<file path="config.mk">
export PLATFORM = sky130hd
export DESIGN_NAME = i2c_ctrl_regs
export DESIGN_NICKNAME = d
export VERILOG_FILES = /design/src/rtl/i2c_ctrl_pkg.sv /design/src/rtl/i2c_ctrl_regs.sv
export SDC_FILE = /design/constraint.sdc
export NUM_CORES = 1
export LEC_CHECK = 0
export BUFFER_PORTS_ARGS = -buffer_cell sky130_fd_sc_hd__buf_2
export CORE_MARGIN = 1.5
export CORE_UTILIZATION = 35
export DETAILED_ROUTE_END_ITERATION = 6
export PLACE_DENSITY_LB_ADDON = 0.05
export SLEW_MARGIN = 20
export SYNTH_ARGS = -nofsm -noshare
export SYNTH_HDL_FRONTEND = slang
export SYNTH_SLANG_ARGS = --single-unit
</file>
<file path="constraint.sdc">
create_clock -name clk -period 2.2 [get_ports clk]
set_clock_uncertainty 0.05 [all_clocks]
set_input_delay 0.44 -clock clk [delete_from_list [all_inputs] [get_ports clk]]
set_output_delay 0.44 -clock clk [all_outputs]
set_load 0.02 [all_outputs]
</file>
<file path="src/rtl/i2c_ctrl_pkg.sv">
// Constants, register layout and types of the two-wire slave control block.
// Assumes a 125 MHz peripheral clock and an APB register port of 32-bit words.
package i2c_ctrl_pkg;

    ////////////////////////////////////////////////////////////////////////////
    localparam logic [7:0] OFF_CTRL = 8'h00;
    localparam logic [7:0] OFF_STAT = 8'h04;
    localparam logic [7:0] OFF_RCV = 8'h08;
    localparam logic [7:0] OFF_ADDR = 8'h0C;
    localparam logic [7:0] OFF_IRQ_STAT = 8'h10;
    localparam logic [7:0] OFF_IRQ_MASK = 8'h14;

    localparam logic [31:0] CTRL_RESET = 32'h0000_1000;
    localparam logic [31:0] CTRL_WMASK = 32'h007F_BFFF;
    localparam logic [31:0] GO_MASK = 32'h0000_001F;
    localparam logic [6:0] ADDR_RESET = 7'h2A;

    localparam int STAT_ADDRESSED = 0;
    localparam int STAT_FULL = 2;
    localparam int STAT_OVF = 6;

    localparam int IRQ_START = 0;
    localparam int IRQ_STOP = 1;
    localparam int IRQ_RX = 2;
    localparam int IRQ_COLL = 3;
    localparam int IRQ_W = 4;

    ////////////////////////////////////////////////////////////////////////////
    localparam int CLK_PERIOD_NS = 8;
    localparam int HOLD_SHORT_NS = 100;
    localparam int HOLD_LONG_NS = 300;
    localparam logic [5:0] HOLD_SHORT_CYC = 6'((HOLD_SHORT_NS + CLK_PERIOD_NS - 1) / CLK_PERIOD_NS);
    localparam logic [5:0] HOLD_LONG_CYC = 6'((HOLD_LONG_NS + CLK_PERIOD_NS - 1) / CLK_PERIOD_NS);

    ////////////////////////////////////////////////////////////////////////////
    typedef struct packed {
        logic [8:0] zero_hi;
        logic stop_irq_enable;
        logic start_irq_enable;
        logic buffer_overwrite_enable;
        logic data_hold_time_select;
        logic slave_collision_detect_enable;
        logic address_hold_enable;
        logic data_hold_enable;
        logic module_enable;
        logic zero_14;
        logic stop_in_idle;
        logic clock_release;
        logic address_rules_a;
        logic ten_bit_address_mode;
        logic slew_control_disable;
        logic smbus_levels_enable;
        logic general_call_enable;
        logic clock_stretch_enable;
        logic ack_value;
        logic ack_sequence_go;
        logic receive_go;
        logic stop_go;
        logic restart_go;
        logic start_go;
    } ctrl_type;

    typedef enum {st_idle, st_addr, st_data, st_ignore} slave_state_type;

endpackage : i2c_ctrl_pkg

</file>
<file path="src/rtl/i2c_ctrl_regs.sv">
// Two-wire bus slave with its control register, status, receive byte and
// interrupt logic, reached over APB. Assumes open-drain pads outside that
// resolve scl/sda from the enables, and a chip idle level on device_idle.
//
// Overview of operation
// - Stop seen with stop interrupt enabled sets a stop interrupt flag.
// - Start or repeated start seen with start enable sets a start flag.
// - Overwrite on loads byte unless full; off loads only while no overflow.
// - Data line changes 300 ns or 100 ns after each falling clock edge.
// - Collision interrupt only when slave collision detect enable is set.
// - Matching address with address hold: clear clock release, hold clock low.
// - Data byte with data hold: clear clock release, hold clock low.
// - Module enable takes over both bus pins; clear hands them back.
// - Stop-in-idle halts the module while the chip is idle.
// - Unimplemented control bits read as zero.
// - Sequence bits self-clear; clock release resets to one, hardware may clear.
`timescale 1ns/1ps
`default_nettype none

module i2c_ctrl_regs (
    input wire logic clk, // 125 MHz clock
    input wire logic arst_n, // Async reset
    input wire logic psel, // APB select
    input wire logic penable, // APB enable
    input wire logic pwrite, // APB write
    input wire logic [7:0] paddr, // APB byte address
    input wire logic [31:0] pwdata, // APB write data
    output logic [31:0] prdata, // APB read data
    output logic pready, // APB ready
    output logic pslverr, // Unmapped address
    input wire logic scl_in, // Clock pin level
    output logic scl_out, // Clock pin drive value
    output logic scl_oe, // Clock pin pull low
    input wire logic sda_in, // Data pin level
    output logic sda_out, // Data pin drive value
    output logic sda_oe, // Data pin pull low
    input wire logic device_idle, // Chip idle mode
    output logic pins_owned, // Pins taken from port
    output logic irq // Interrupt level
);

    ////////////////////////////////////////////////////////////////////////////
    function automatic logic reg_hit(input logic [7:0] a, input logic [7:0] off);
        reg_hit = (a == off);
    endfunction : reg_hit

    i2c_ctrl_pkg::ctrl_type ctrl, next_ctrl;
    i2c_ctrl_pkg::slave_state_type state, next_state;
    logic scl_meta, scl_sync, scl_prev, sda_meta, sda_sync, sda_prev;
    logic [3:0] bit_cnt, next_bit_cnt;
    logic [7:0] shreg, rcv;
    logic [6:0] own_addr;
    logic [5:0] hold_cnt, next_hold_cnt;
    logic ack_on, rx_full, rx_ovf;
    logic [i2c_ctrl_pkg::IRQ_W-1:0] irq_stat, irq_mask, next_irq_stat;

    ////////////////////////////////////////////////////////////////////////////
    // Pins are asynchronous; two flops before any logic, idle bus is high
    always_ff @(posedge clk or negedge arst_n) begin
        if (!arst_n) begin
            {scl_prev, scl_sync, scl_meta} <= 3'h7;
            {sda_prev, sda_sync, sda_meta} <= 3'h7;
        end else begin
            {scl_prev, scl_sync, scl_meta} <= {scl_sync, scl_meta, scl_in};
            {sda_prev, sda_sync, sda_meta} <= {sda_sync, sda_meta, sda_in};
        end
    end

    ////////////////////////////////////////////////////////////////////////////
    wire logic run = ctrl.module_enable & ~(ctrl.stop_in_idle & device_idle);
    wire logic scl_rise = scl_sync & ~scl_prev;
    wire logic scl_fall = ~scl_sync & scl_prev;
    wire logic bus_high = scl_sync & scl_prev;
    wire logic start_det = run & bus_high & sda_prev & ~sda_sync;
    wire logic stop_det = run & bus_high & ~sda_prev & sda_sync;
    wire logic active = (state == i2c_ctrl_pkg::st_addr) || (state == i2c_ctrl_pkg::st_data);
    wire logic in_data = state == i2c_ctrl_pkg::st_data;
    wire logic byte_done = scl_fall && bit_cnt == 4'h8 && active;
    wire logic ack_bit_end = scl_fall && bit_cnt == 4'h9;
    wire logic gen_call = ctrl.general_call_enable && shreg[7:1] == 7'h00;
    wire logic addr_match = ~shreg[0] && (shreg[7:1] == own_addr || gen_call);
    wire logic addr_hit = byte_done && !in_data && addr_match;
    // Overwrite mode ignores the overflow flag but never clobbers a full buffer
    wire logic load_ok = ctrl.buffer_overwrite_enable ? ~rx_full : ~rx_ovf;
    wire logic rx_load = byte_done && in_data && load_ok;
    wire logic hold_addr = addr_hit && ctrl.address_hold_enable;
    wire logic hold_data = byte_done && in_data && ctrl.data_hold_enable;
    // A start or stop inside a byte means another party fought the bus; a proper one follows one counted rise
    wire logic collision = (start_det | stop_det) && active && bit_cnt > 4'h1;

    ////////////////////////////////////////////////////////////////////////////
    // APB: one wait state, so reads and writes finish on the second access cycle
    wire logic access = psel & penable & ~pready;
    wire logic done = psel & penable & pready;
    wire logic wr = done & pwrite;
    wire logic rd = done & ~pwrite;
    wire logic wr_ctrl = wr & reg_hit(paddr, i2c_ctrl_pkg::OFF_CTRL);
    wire logic wr_stat = wr & reg_hit(paddr, i2c_ctrl_pkg::OFF_STAT);
    wire logic wr_addr = wr & reg_hit(paddr, i2c_ctrl_pkg::OFF_ADDR);
    wire logic wr_istat = wr & reg_hit(paddr, i2c_ctrl_pkg::OFF_IRQ_STAT);
    wire logic wr_imask = wr & reg_hit(paddr, i2c_ctrl_pkg::OFF_IRQ_MASK);
    wire logic rd_rcv = rd & reg_hit(paddr, i2c_ctrl_pkg::OFF_RCV);
    wire logic hit = reg_hit(paddr, i2c_ctrl_pkg::OFF_CTRL) | reg_hit(paddr, i2c_ctrl_pkg::OFF_STAT)
        | reg_hit(paddr, i2c_ctrl_pkg::OFF_RCV) | reg_hit(paddr, i2c_ctrl_pkg::OFF_ADDR)
        | reg_hit(paddr, i2c_ctrl_pkg::OFF_IRQ_STAT) | reg_hit(paddr, i2c_ctrl_pkg::OFF_IRQ_MASK);
    wire logic [31:0] stat_word = {25'h0, rx_ovf, 3'h0, rx_full, 1'h0, in_data};
    wire logic [31:0] rdata =
        reg_hit(paddr, i2c_ctrl_pkg::OFF_CTRL) ? 32'(ctrl) :
        reg_hit(paddr, i2c_ctrl_pkg::OFF_STAT) ? stat_word :
        reg_hit(paddr, i2c_ctrl_pkg::OFF_RCV) ? {24'h0, rcv} :
        reg_hit(paddr, i2c_ctrl_pkg::OFF_ADDR) ? {25'h0, own_addr} :
        reg_hit(paddr, i2c_ctrl_pkg::OFF_IRQ_STAT) ? {28'h0, irq_stat} :
        reg_hit(paddr, i2c_ctrl_pkg::OFF_IRQ_MASK) ? {28'h0, irq_mask} : 32'h0;

    always_ff @(posedge clk or negedge arst_n) begin
        if (!arst_n) begin
            pready <= 1'h0;
            pslverr <= 1'h0;
            prdata <= 32'h0;
        end else begin
            pready <= access;
            pslverr <= access & ~hit;
            if (access)
                prdata <= rdata;
        end
    end

    ////////////////////////////////////////////////////////////////////////////
    // No master engine sits behind the sequence bits, so each completes at once
    always_comb begin
        next_ctrl = i2c_ctrl_pkg::ctrl_type'(32'(ctrl) & ~i2c_ctrl_pkg::GO_MASK);
        if (hold_addr || hold_data)
            next_ctrl.clock_release = 1'h0;
        if (wr_ctrl)
            next_ctrl = i2c_ctrl_pkg::ctrl_type'(pwdata & i2c_ctrl_pkg::CTRL_WMASK);
    end

    always_ff @(posedge clk or negedge arst_n) begin
        if (!arst_n) begin
            ctrl <= i2c_ctrl_pkg::ctrl_type'(i2c_ctrl_pkg::CTRL_RESET);
            own_addr <= i2c_ctrl_pkg::ADDR_RESET;
            irq_mask <= 4'h0;
        end else begin
            ctrl <= next_ctrl;
            if (wr_addr)
                own_addr <= pwdata[6:0];
            if (wr_imask)
                irq_mask <= pwdata[i2c_ctrl_pkg::IRQ_W-1:0];
        end
    end

    ////////////////////////////////////////////////////////////////////////////
    always_comb begin
        next_state = state;
        unique case (state)
            i2c_ctrl_pkg::st_idle: ;
            i2c_ctrl_pkg::st_addr: begin
                if (byte_done && !addr_match)
                    next_state = i2c_ctrl_pkg::st_ignore;
                else if (ack_bit_end)
                    next_state = i2c_ctrl_pkg::st_data;
            end
            i2c_ctrl_pkg::st_data: ;
            i2c_ctrl_pkg::st_ignore: ;
        endcase
        if (start_det)
            next_state = i2c_ctrl_pkg::st_addr;
        if (stop_det || !run)
            next_state = i2c_ctrl_pkg::st_idle;
    end

    always_comb begin
        next_bit_cnt = bit_cnt;
        if (!run || start_det || state == i2c_ctrl_pkg::st_idle || ack_bit_end)
            next_bit_cnt = 4'h0;
        else if (scl_rise && bit_cnt != 4'h9)
            next_bit_cnt = 4'(bit_cnt + 4'h1);
    end

    // Hold time counts from the detected fall, so the pin sees a little more
    always_comb begin
        next_hold_cnt = (hold_cnt != 6'h0) ? 6'(hold_cnt - 6'h1) : 6'h0;
        if (scl_fall)
            next_hold_cnt = ctrl.data_hold_time_select ? i2c_ctrl_pkg::HOLD_LONG_CYC
                : i2c_ctrl_pkg::HOLD_SHORT_CYC;
    end

    always_ff @(posedge clk or negedge arst_n) begin
        if (!arst_n) begin
            state <= i2c_ctrl_pkg::st_idle;
            bit_cnt <= 4'h0;
            shreg <= 8'h00;
            hold_cnt <= 6'h0;
            ack_on <= 1'h0;
        end else begin
            state <= next_state;
            bit_cnt <= next_bit_cnt;
            hold_cnt <= next_hold_cnt;
            if (scl_rise && bit_cnt < 4'h8)
                shreg <= {shreg[6:0], sda_sync};
            if (!run || start_det || stop_det || ack_bit_end)
                ack_on <= 1'h0;
            else if (addr_hit || rx_load)
                ack_on <= 1'h1;
        end
    end

    ////////////////////////////////////////////////////////////////////////////
    // Set wins over clear for the full and overflow flags
    always_ff @(posedge clk or negedge arst_n) begin
        if (!arst_n) begin
            rx_full <= 1'h0;
            rx_ovf <= 1'h0;
            rcv <= 8'h00;
        end else begin
            if (rx_load)
                rcv <= shreg;
            if (rx_load)
                rx_full <= 1'h1;
            else if (rd_rcv)
                rx_full <= 1'h0;
            if (byte_done && in_data && rx_full)
                rx_ovf <= 1'h1;
            else if (wr_stat && pwdata[i2c_ctrl_pkg::STAT_OVF])
                rx_ovf <= 1'h0;
        end
    end

    wire logic [i2c_ctrl_pkg::IRQ_W-1:0] irq_evt = {
        collision & ctrl.slave_collision_detect_enable,
        rx_load,
        stop_det & ctrl.stop_irq_enable,
        start_det & ctrl.start_irq_enable};
    wire logic [i2c_ctrl_pkg::IRQ_W-1:0] irq_clr = wr_istat ? pwdata[i2c_ctrl_pkg::IRQ_W-1:0] : 4'h0;
    assign next_irq_stat = (irq_stat & ~irq_clr) | irq_evt;

    ////////////////////////////////////////////////////////////////////////////
    always_ff @(posedge clk or negedge arst_n) begin
        if (!arst_n) begin
            irq_stat <= 4'h0;
            irq <= 1'h0;
            pins_owned <= 1'h0;
            scl_oe <= 1'h0;
            sda_oe <= 1'h0;
            scl_out <= 1'h0;
            sda_out <= 1'h0;
        end else begin
            irq_stat <= next_irq_stat;
            irq <= |(next_irq_stat & irq_mask);
            pins_owned <= ctrl.module_enable;
            scl_out <= 1'h0;
            sda_out <= 1'h0;
            scl_oe <= run && active && !ctrl.clock_release;
            if (!run || state == i2c_ctrl_pkg::st_idle)
                sda_oe <= 1'h0;
            else if (hold_cnt == 6'h1)
                sda_oe <= ack_on;
        end
    end
endmodule : i2c_ctrl_regs

`default_nettype wire

</file>
==> Yosys cells after proc, flatten, opt, wreduce, memory -nomap -nowiden <==
Cells that the tools add are included.
{ "totals": {"register_bits": 142, "latchBits": 0, "ram_bits": 0, "mem_bits_ro": 0, "output_inout_bits": 40, "word_cells": 186, "mem_count": 0} }
{ "classes": {"addsub": 2, "multipliers": 0, "div": 0, "order_cmp": 2, "eq_ne": 13, "shift": 0, "muxes": 28, "bitwise_logic": 46, "n_reduce_logical": 49} }
{ "op_table": {"columns": ["op", "count"], "rows": [
  ["32-bit two-way mux", 5],
  ["32-bit by 1-bit == test with 1-bit output (second input constant)", 1],
  ["32-bit by 2-bit == test with 1-bit output (second input constant)", 1],
  ["32-bit by 3-bit == test with 1-bit output (second input constant)", 1],
  ["32-bit zero test", 1],
  ["1-bit bitwise AND", 25],
  ["23-bit two-way mux", 1],
  ["1-bit logical AND", 20],
  ["4-bit two-way mux", 5],
  ["6-bit two-way mux", 3],
  ["8-bit by 4-bit == test with 1-bit output (second input constant)", 2],
  ["8-bit by 5-bit == test with 1-bit output (second input constant)", 2],
  ["8-bit two-way mux", 2],
  ["13-bit two-way mux", 1],
  ["2-bit nonzero test", 6],
  ["1-bit logical OR", 11],
  ["1-bit NOT", 11],
  ["1-bit two-way mux", 10],
  ["4-bit bitwise AND", 2],
  ["4-bit == test (second input constant)", 2],
  ["8-bit by 3-bit == test with 1-bit output (second input constant)", 1],
  ["8-bit zero test", 1],
  ["7-bit == test", 1],
  ["7-bit zero test", 1],
  ["16 further kinds", 24]
]} }

==> Depth between registers and ports, before layout <==
{ "depth": {"depth_word": 13, "depth_mapped": 7, "ltp_nobuf": 7} }

==> Worst setup path after synthesis <==
Ideal clock, no wire load.
{ "synth_timing": {"path_type": "input-to-reg", "start": "input port paddr[7]", "end": "register irq", "setup_time_ns": 0.124, "arrival_ns": 1.933, "setup_slack_ns": 0.093, "path_stages": 6, "path_buffers": 0, "cell_sequence": "or3_4 and4bb_2 nand2_1 a21o_1 a221o_1 a211o_1"} }
{ "synth_via": {"elab_chain_cells": 8} }
{ "synth_rtl": {"columns": ["element", "line", "source"], "rows": [
  ["from (decl)", "i2c_ctrl_regs.sv:26", "input wire logic [7:0] paddr,"],
  ["8-bit by 5-bit == test with 1-bit output", "i2c_ctrl_regs.sv:44", "reg_hit = (a == off);"],
  ["1-bit bitwise AND", "i2c_ctrl_regs.sv:100", "wire logic wr_istat = wr & reg_hit(paddr, i2c_ctrl_pkg::OFF_IRQ_STAT);"],
  ["4-bit two-way mux", "i2c_ctrl_regs.sv:234", "wire logic [i2c_ctrl_pkg::IRQ_W-1:0] irq_clr = wr_istat ? pwdata[i2c_ctrl_pkg::IRQ_W-1:0] : 4'h0;"],
  ["4-bit NOT", "i2c_ctrl_regs.sv:235", "assign next_irq_stat = (irq_stat & ~irq_clr) | irq_evt;"],
  ["4-bit bitwise AND", "i2c_ctrl_regs.sv:235", null],
  ["4-bit bitwise OR", "i2c_ctrl_regs.sv:235", null],
  ["via next_irq_stat (one bit)", "i2c_ctrl_regs.sv:55", "logic [i2c_ctrl_pkg::IRQ_W-1:0] irq_stat, irq_mask, next_irq_stat;"],
  ["4-bit bitwise AND", "i2c_ctrl_regs.sv:249", "irq <= |(next_irq_stat & irq_mask);"],
  ["4-bit OR reduction", "i2c_ctrl_regs.sv:249", null],
  ["to (signal assigned)", "i2c_ctrl_regs.sv:249", null],
  ["to (decl)", "i2c_ctrl_regs.sv:39", "output logic irq"]
]} }
The timed path passes the listed nets, and every way through them passes these cells.
A chain may end at the register's enable or synchronous reset.

==> Worst setup path after layout <==
{ "layout_timing": {"start": "register state[0]", "end": "register irq"} }
{ "layout_via": {"elab_chain_cells": 8, "word_cells_on_any_way": 12, "classes_between": "eq/ne: 2; bitwise: 3; reduce/logical: 7"} }
{ "layout_rtl": {"columns": ["element", "line", "source"], "rows": [
  ["from (decl)", "i2c_ctrl_regs.sv:48", "i2c_ctrl_pkg::slave_state_type state, next_state;"],
  ["from (signal assigned)", "i2c_ctrl_regs.sv:190", "state <= i2c_ctrl_pkg::st_idle;"],
  ["from (signal assigned)", "i2c_ctrl_regs.sv:196", "state <= next_state;"],
  ["32-bit by 2-bit == test with 1-bit output or 32-bit by 3-bit == test with 1-bit output (tied branches)", "i2c_ctrl_regs.sv:76, i2c_ctrl_regs.sv:77", null],
  ["1-bit logical OR", "i2c_ctrl_regs.sv:76", "wire logic active = (state == i2c_ctrl_pkg::st_addr) || (state == i2c_ctrl_pkg::st_data);"],
  ["1-bit logical AND", "i2c_ctrl_regs.sv:78", "wire logic byte_done = scl_fall && bit_cnt == 4'h8 && active;"],
  ["1-bit logical AND * (2 in a row)", "i2c_ctrl_regs.sv:85", "wire logic rx_load = byte_done && in_data && load_ok;"],
  ["4-bit bitwise OR *", "i2c_ctrl_regs.sv:235", null],
  ["via next_irq_stat (one bit)", "i2c_ctrl_regs.sv:55", null],
  ["4-bit bitwise AND *", "i2c_ctrl_regs.sv:249", null],
  ["4-bit OR reduction *", "i2c_ctrl_regs.sv:249", null]
]} }
Mark *: on every way through the listed nets, which the timed path passes. The rest lies on a longest branch.

==> results.cfg <==
[global_route]
grt_pass1_vias = 3308
grt_use_total_pct = 16.5
grtUsageMet3_pct = 4.02
globalRoute.totalOverflow = 0
antenna_found_initial = 0
grt.busiest_layer = met2
grt_max_degree = 40
met2_usage_pct = 24.8
grt_pass1_wl_mm = 17.9
grt.met1_usage_pct = 23.2

[placed_design]
dp_hpwl_mm = 7.88
pre_cts_ws_ps = -61.6
port_buffers = 65
post_dp_cell_area_um2 = 5400
place.gp.congestion = 0.732

[route]
routedWlPerCell_um = 16.1
detail_route.first_pass.iterations = 4
drt-total-wl_mm = 11.0
antenna_left = 0
vias = 3303
drc = 0
drt_iter0_drc = 182
vias_per_cell = 4.85

[setup_path]
reg2reg_from = state[0]$_DFFE_PN0P_
cp.required_ps = 2390
crit_fanout = 11
end_kind = register
reg2reg_depth = 8
setup.worst_path.class = reg2reg
rrSetupSlack_ps = 150
startpoint_type = register
reg2reg_to = irq$_DFF_PN0_
cp.arrival_ps = 2240

[timing]
fin_crit_sh_pct = 93.3
hold_viol_final = 0
slew_violations = 0
finalSetupViolations = 0
setup_ws_ps = 148
period_minus_slack_ps = 2050
rsz0062_at_grt = no
fmax_mhz = 487

[layout]
n_antenna_cell = 0
multi_input_area_um2 = 2020
final_area_um2 = 5730
nets = 558
area_growth_pct = 21.1
final_cell_mix = dfrtp_1 (92), buf_2 (64), nand2_1 (60)
num-fill-cells = 1306
layout_commonest_cell = dfrtp_1
seqCellArea_um2 = 2560
drive_gt1_share_pct = 35.4

[die]
row_count = 42
dieArea_um2 = 14200
ioPinCount = 88
die-width_um = 119
start_util_pct = 35.7
fp.dieH_um = 119
fp.coreArea_um2 = 13200

[status]
status = finished clean

[cts]
cts_buffers = 9
clk_pin_slew_worst_paths_ps = 70
postCtsHoldBufs = 0
clock_latency_ps = 350
clockRootBuffer = clkbuf_16
cts_tree = done
clk_path_buf_depth = 2
cts_num_sinks = 102
htreeDepth = 3

[pwr]
cellPowerDensity_nw_per_um2 = 741
ir_drop_mv = 0.424
power.leakage_nw = 2.86
finalPower_mw = 4.24

[synth]
synth.area.top_cells = dfrtp_1 (49%), mux2_2 (9.0%), dfstp_2 (5.6%), nand2_1 (4.8%), mux2_4 (3.2%)
ys_warn_count = 0
ys_seq_elements = 102
syn_inst = 409
syn_avg_cell_area_um2 = 11.6
synthFlopType = dfrtp_1
synth-edff-count = 0
synth.distinct_cells = 59
yosysSeqAreaShare_pct = 54.2
synth_top_area_share_pct = 48.7
syn-cell-area_um2 = 4730
synth-async-reset-ratio_pct = 100
synth_top_cell_by_area = dfrtp_1

[hold_path]
hp-class = in2async

[flow_run]
drv_cap = 0
logic make-up (layout without fill, tap and decap cells):
family | count (synthesis) | in the layout | synth area share, %
mux | 57 | 57 | 14.4
simple gates | 130 | 130 | 14.0
fa+ha+maj | 9 | 9 | 2.38
buf+inv | 35 | 120 | 4.10
other cells | 1 | 12 | 0.0793
xor+xnor | 15 | 15 | 2.78
compound gates | 60 | 60 | 8.01
flops | 102 | 102 | 54.2
how the worst max path moves through the flow:
stage	from	end	slack [ps]
after floorplan	paddr[7]	irq$_DFF_PN0_	90
after global placement	paddr[7]	irq$_DFF_PN0_	-60
after detailed placement	paddr[7]	irq$_DFF_PN0_	-60
after CTS	bit_cnt[0]$_DFFE_PN0P_	irq$_DFF_PN0_	70
after global routing	scl_prev$_DFF_PN1_	rcv[0]$_DFFE_PN0P_	40
final	state[0]$_DFFE_PN0P_	irq$_DFF_PN0_	150
metrics by stage:
| step | instances | util, % | hold slack, ps | TNS (ps) |
|---|---|---|---|---|
| 2_1_floorplan | 420 | - | 94.4 | 0 |
| 3_3_place_gp | 663 | 40.7 | 297 | -484 |
| 3_5_place_dp | 663 | 40.7 | 297 | -768 |
| 4_1_cts | 678 | 43.1 | 1.53 | 0 |
| 5_1_grt | 681 | 43.3 | 24.5 | 0 |
| 6_report | 681 | 43.3 | 0.0590 | 0 |
power breakdown:
| part | leakage, nW | internal [mW] | total (mW) | switching (mW) |
|---|---|---|---|---|
| Clock | 0.150 | 0.992 | 1.69 | 0.694 |
| Sequential | 1.35 | 1.99 | 2.12 | 0.130 |
| Combinational | 1.36 | 0.207 | 0.439 | 0.233 |
| Total | 2.86 | 3.19 | 4.24 | 1.06 |
metal layers:
metal	up-vias	share of wire, %	routed length [µm]
met4	0	1.5	169
met5	-	0	0
met3	9	4.3	473
li1	1602	-	-
met1	1613	49	5390
met2	79	45	4930
repair_timing:
item                                    in CTS  in global routing
buffers inserted                             0                  3
endpoints found under the setup margin       0                  6
resized for setup                            0                  1
endpoints found under the hold margin        0                  0
registers in the layout, indices dropped and copies added, names as in the netlist, 2 cells and up:
register and count:
rcv 8, irq_stat 4, own_addr 7, prdata 22, bit_cnt 4, irq_mask 4, state 2, hold_cnt 6
shreg 8, ctrl 22
layout make-up:
cell class,count,share of cell area [%]
Inverter,9,0.590
Tap cell,176,3.84
Sequential cell,102,44.8
Clock buffer,11,4.06
Clock inverter,4,1.29
Timing Repair Buffer,96,10.2
Multi-Input combinational cell,283,35.2
cell usage after synthesis, drive strengths merged, types with 6 or more instances:
cell,instances
ha,9
o21ai,22
xor2,9
nor3,6
xnor2,6
and3,7
dfrtp,92
nand3,8
clkbuf,10
dfstp,10
inv,9
nand2,61
mux2,48
a21oi,7
buf,16
mux2i,8
a31oi,6
nor2,16
critical path, stage by stage (launching register included):
cell	delay (ps)
dfrtp_1	400
inv_1	80
ha_1	220
nand4_1	170
a211oi_2	70
buf_4	200
a21o_1	180
a221o_1	340
a211o_1	230
No activity file was read; power rests on OpenSTA's default activity.
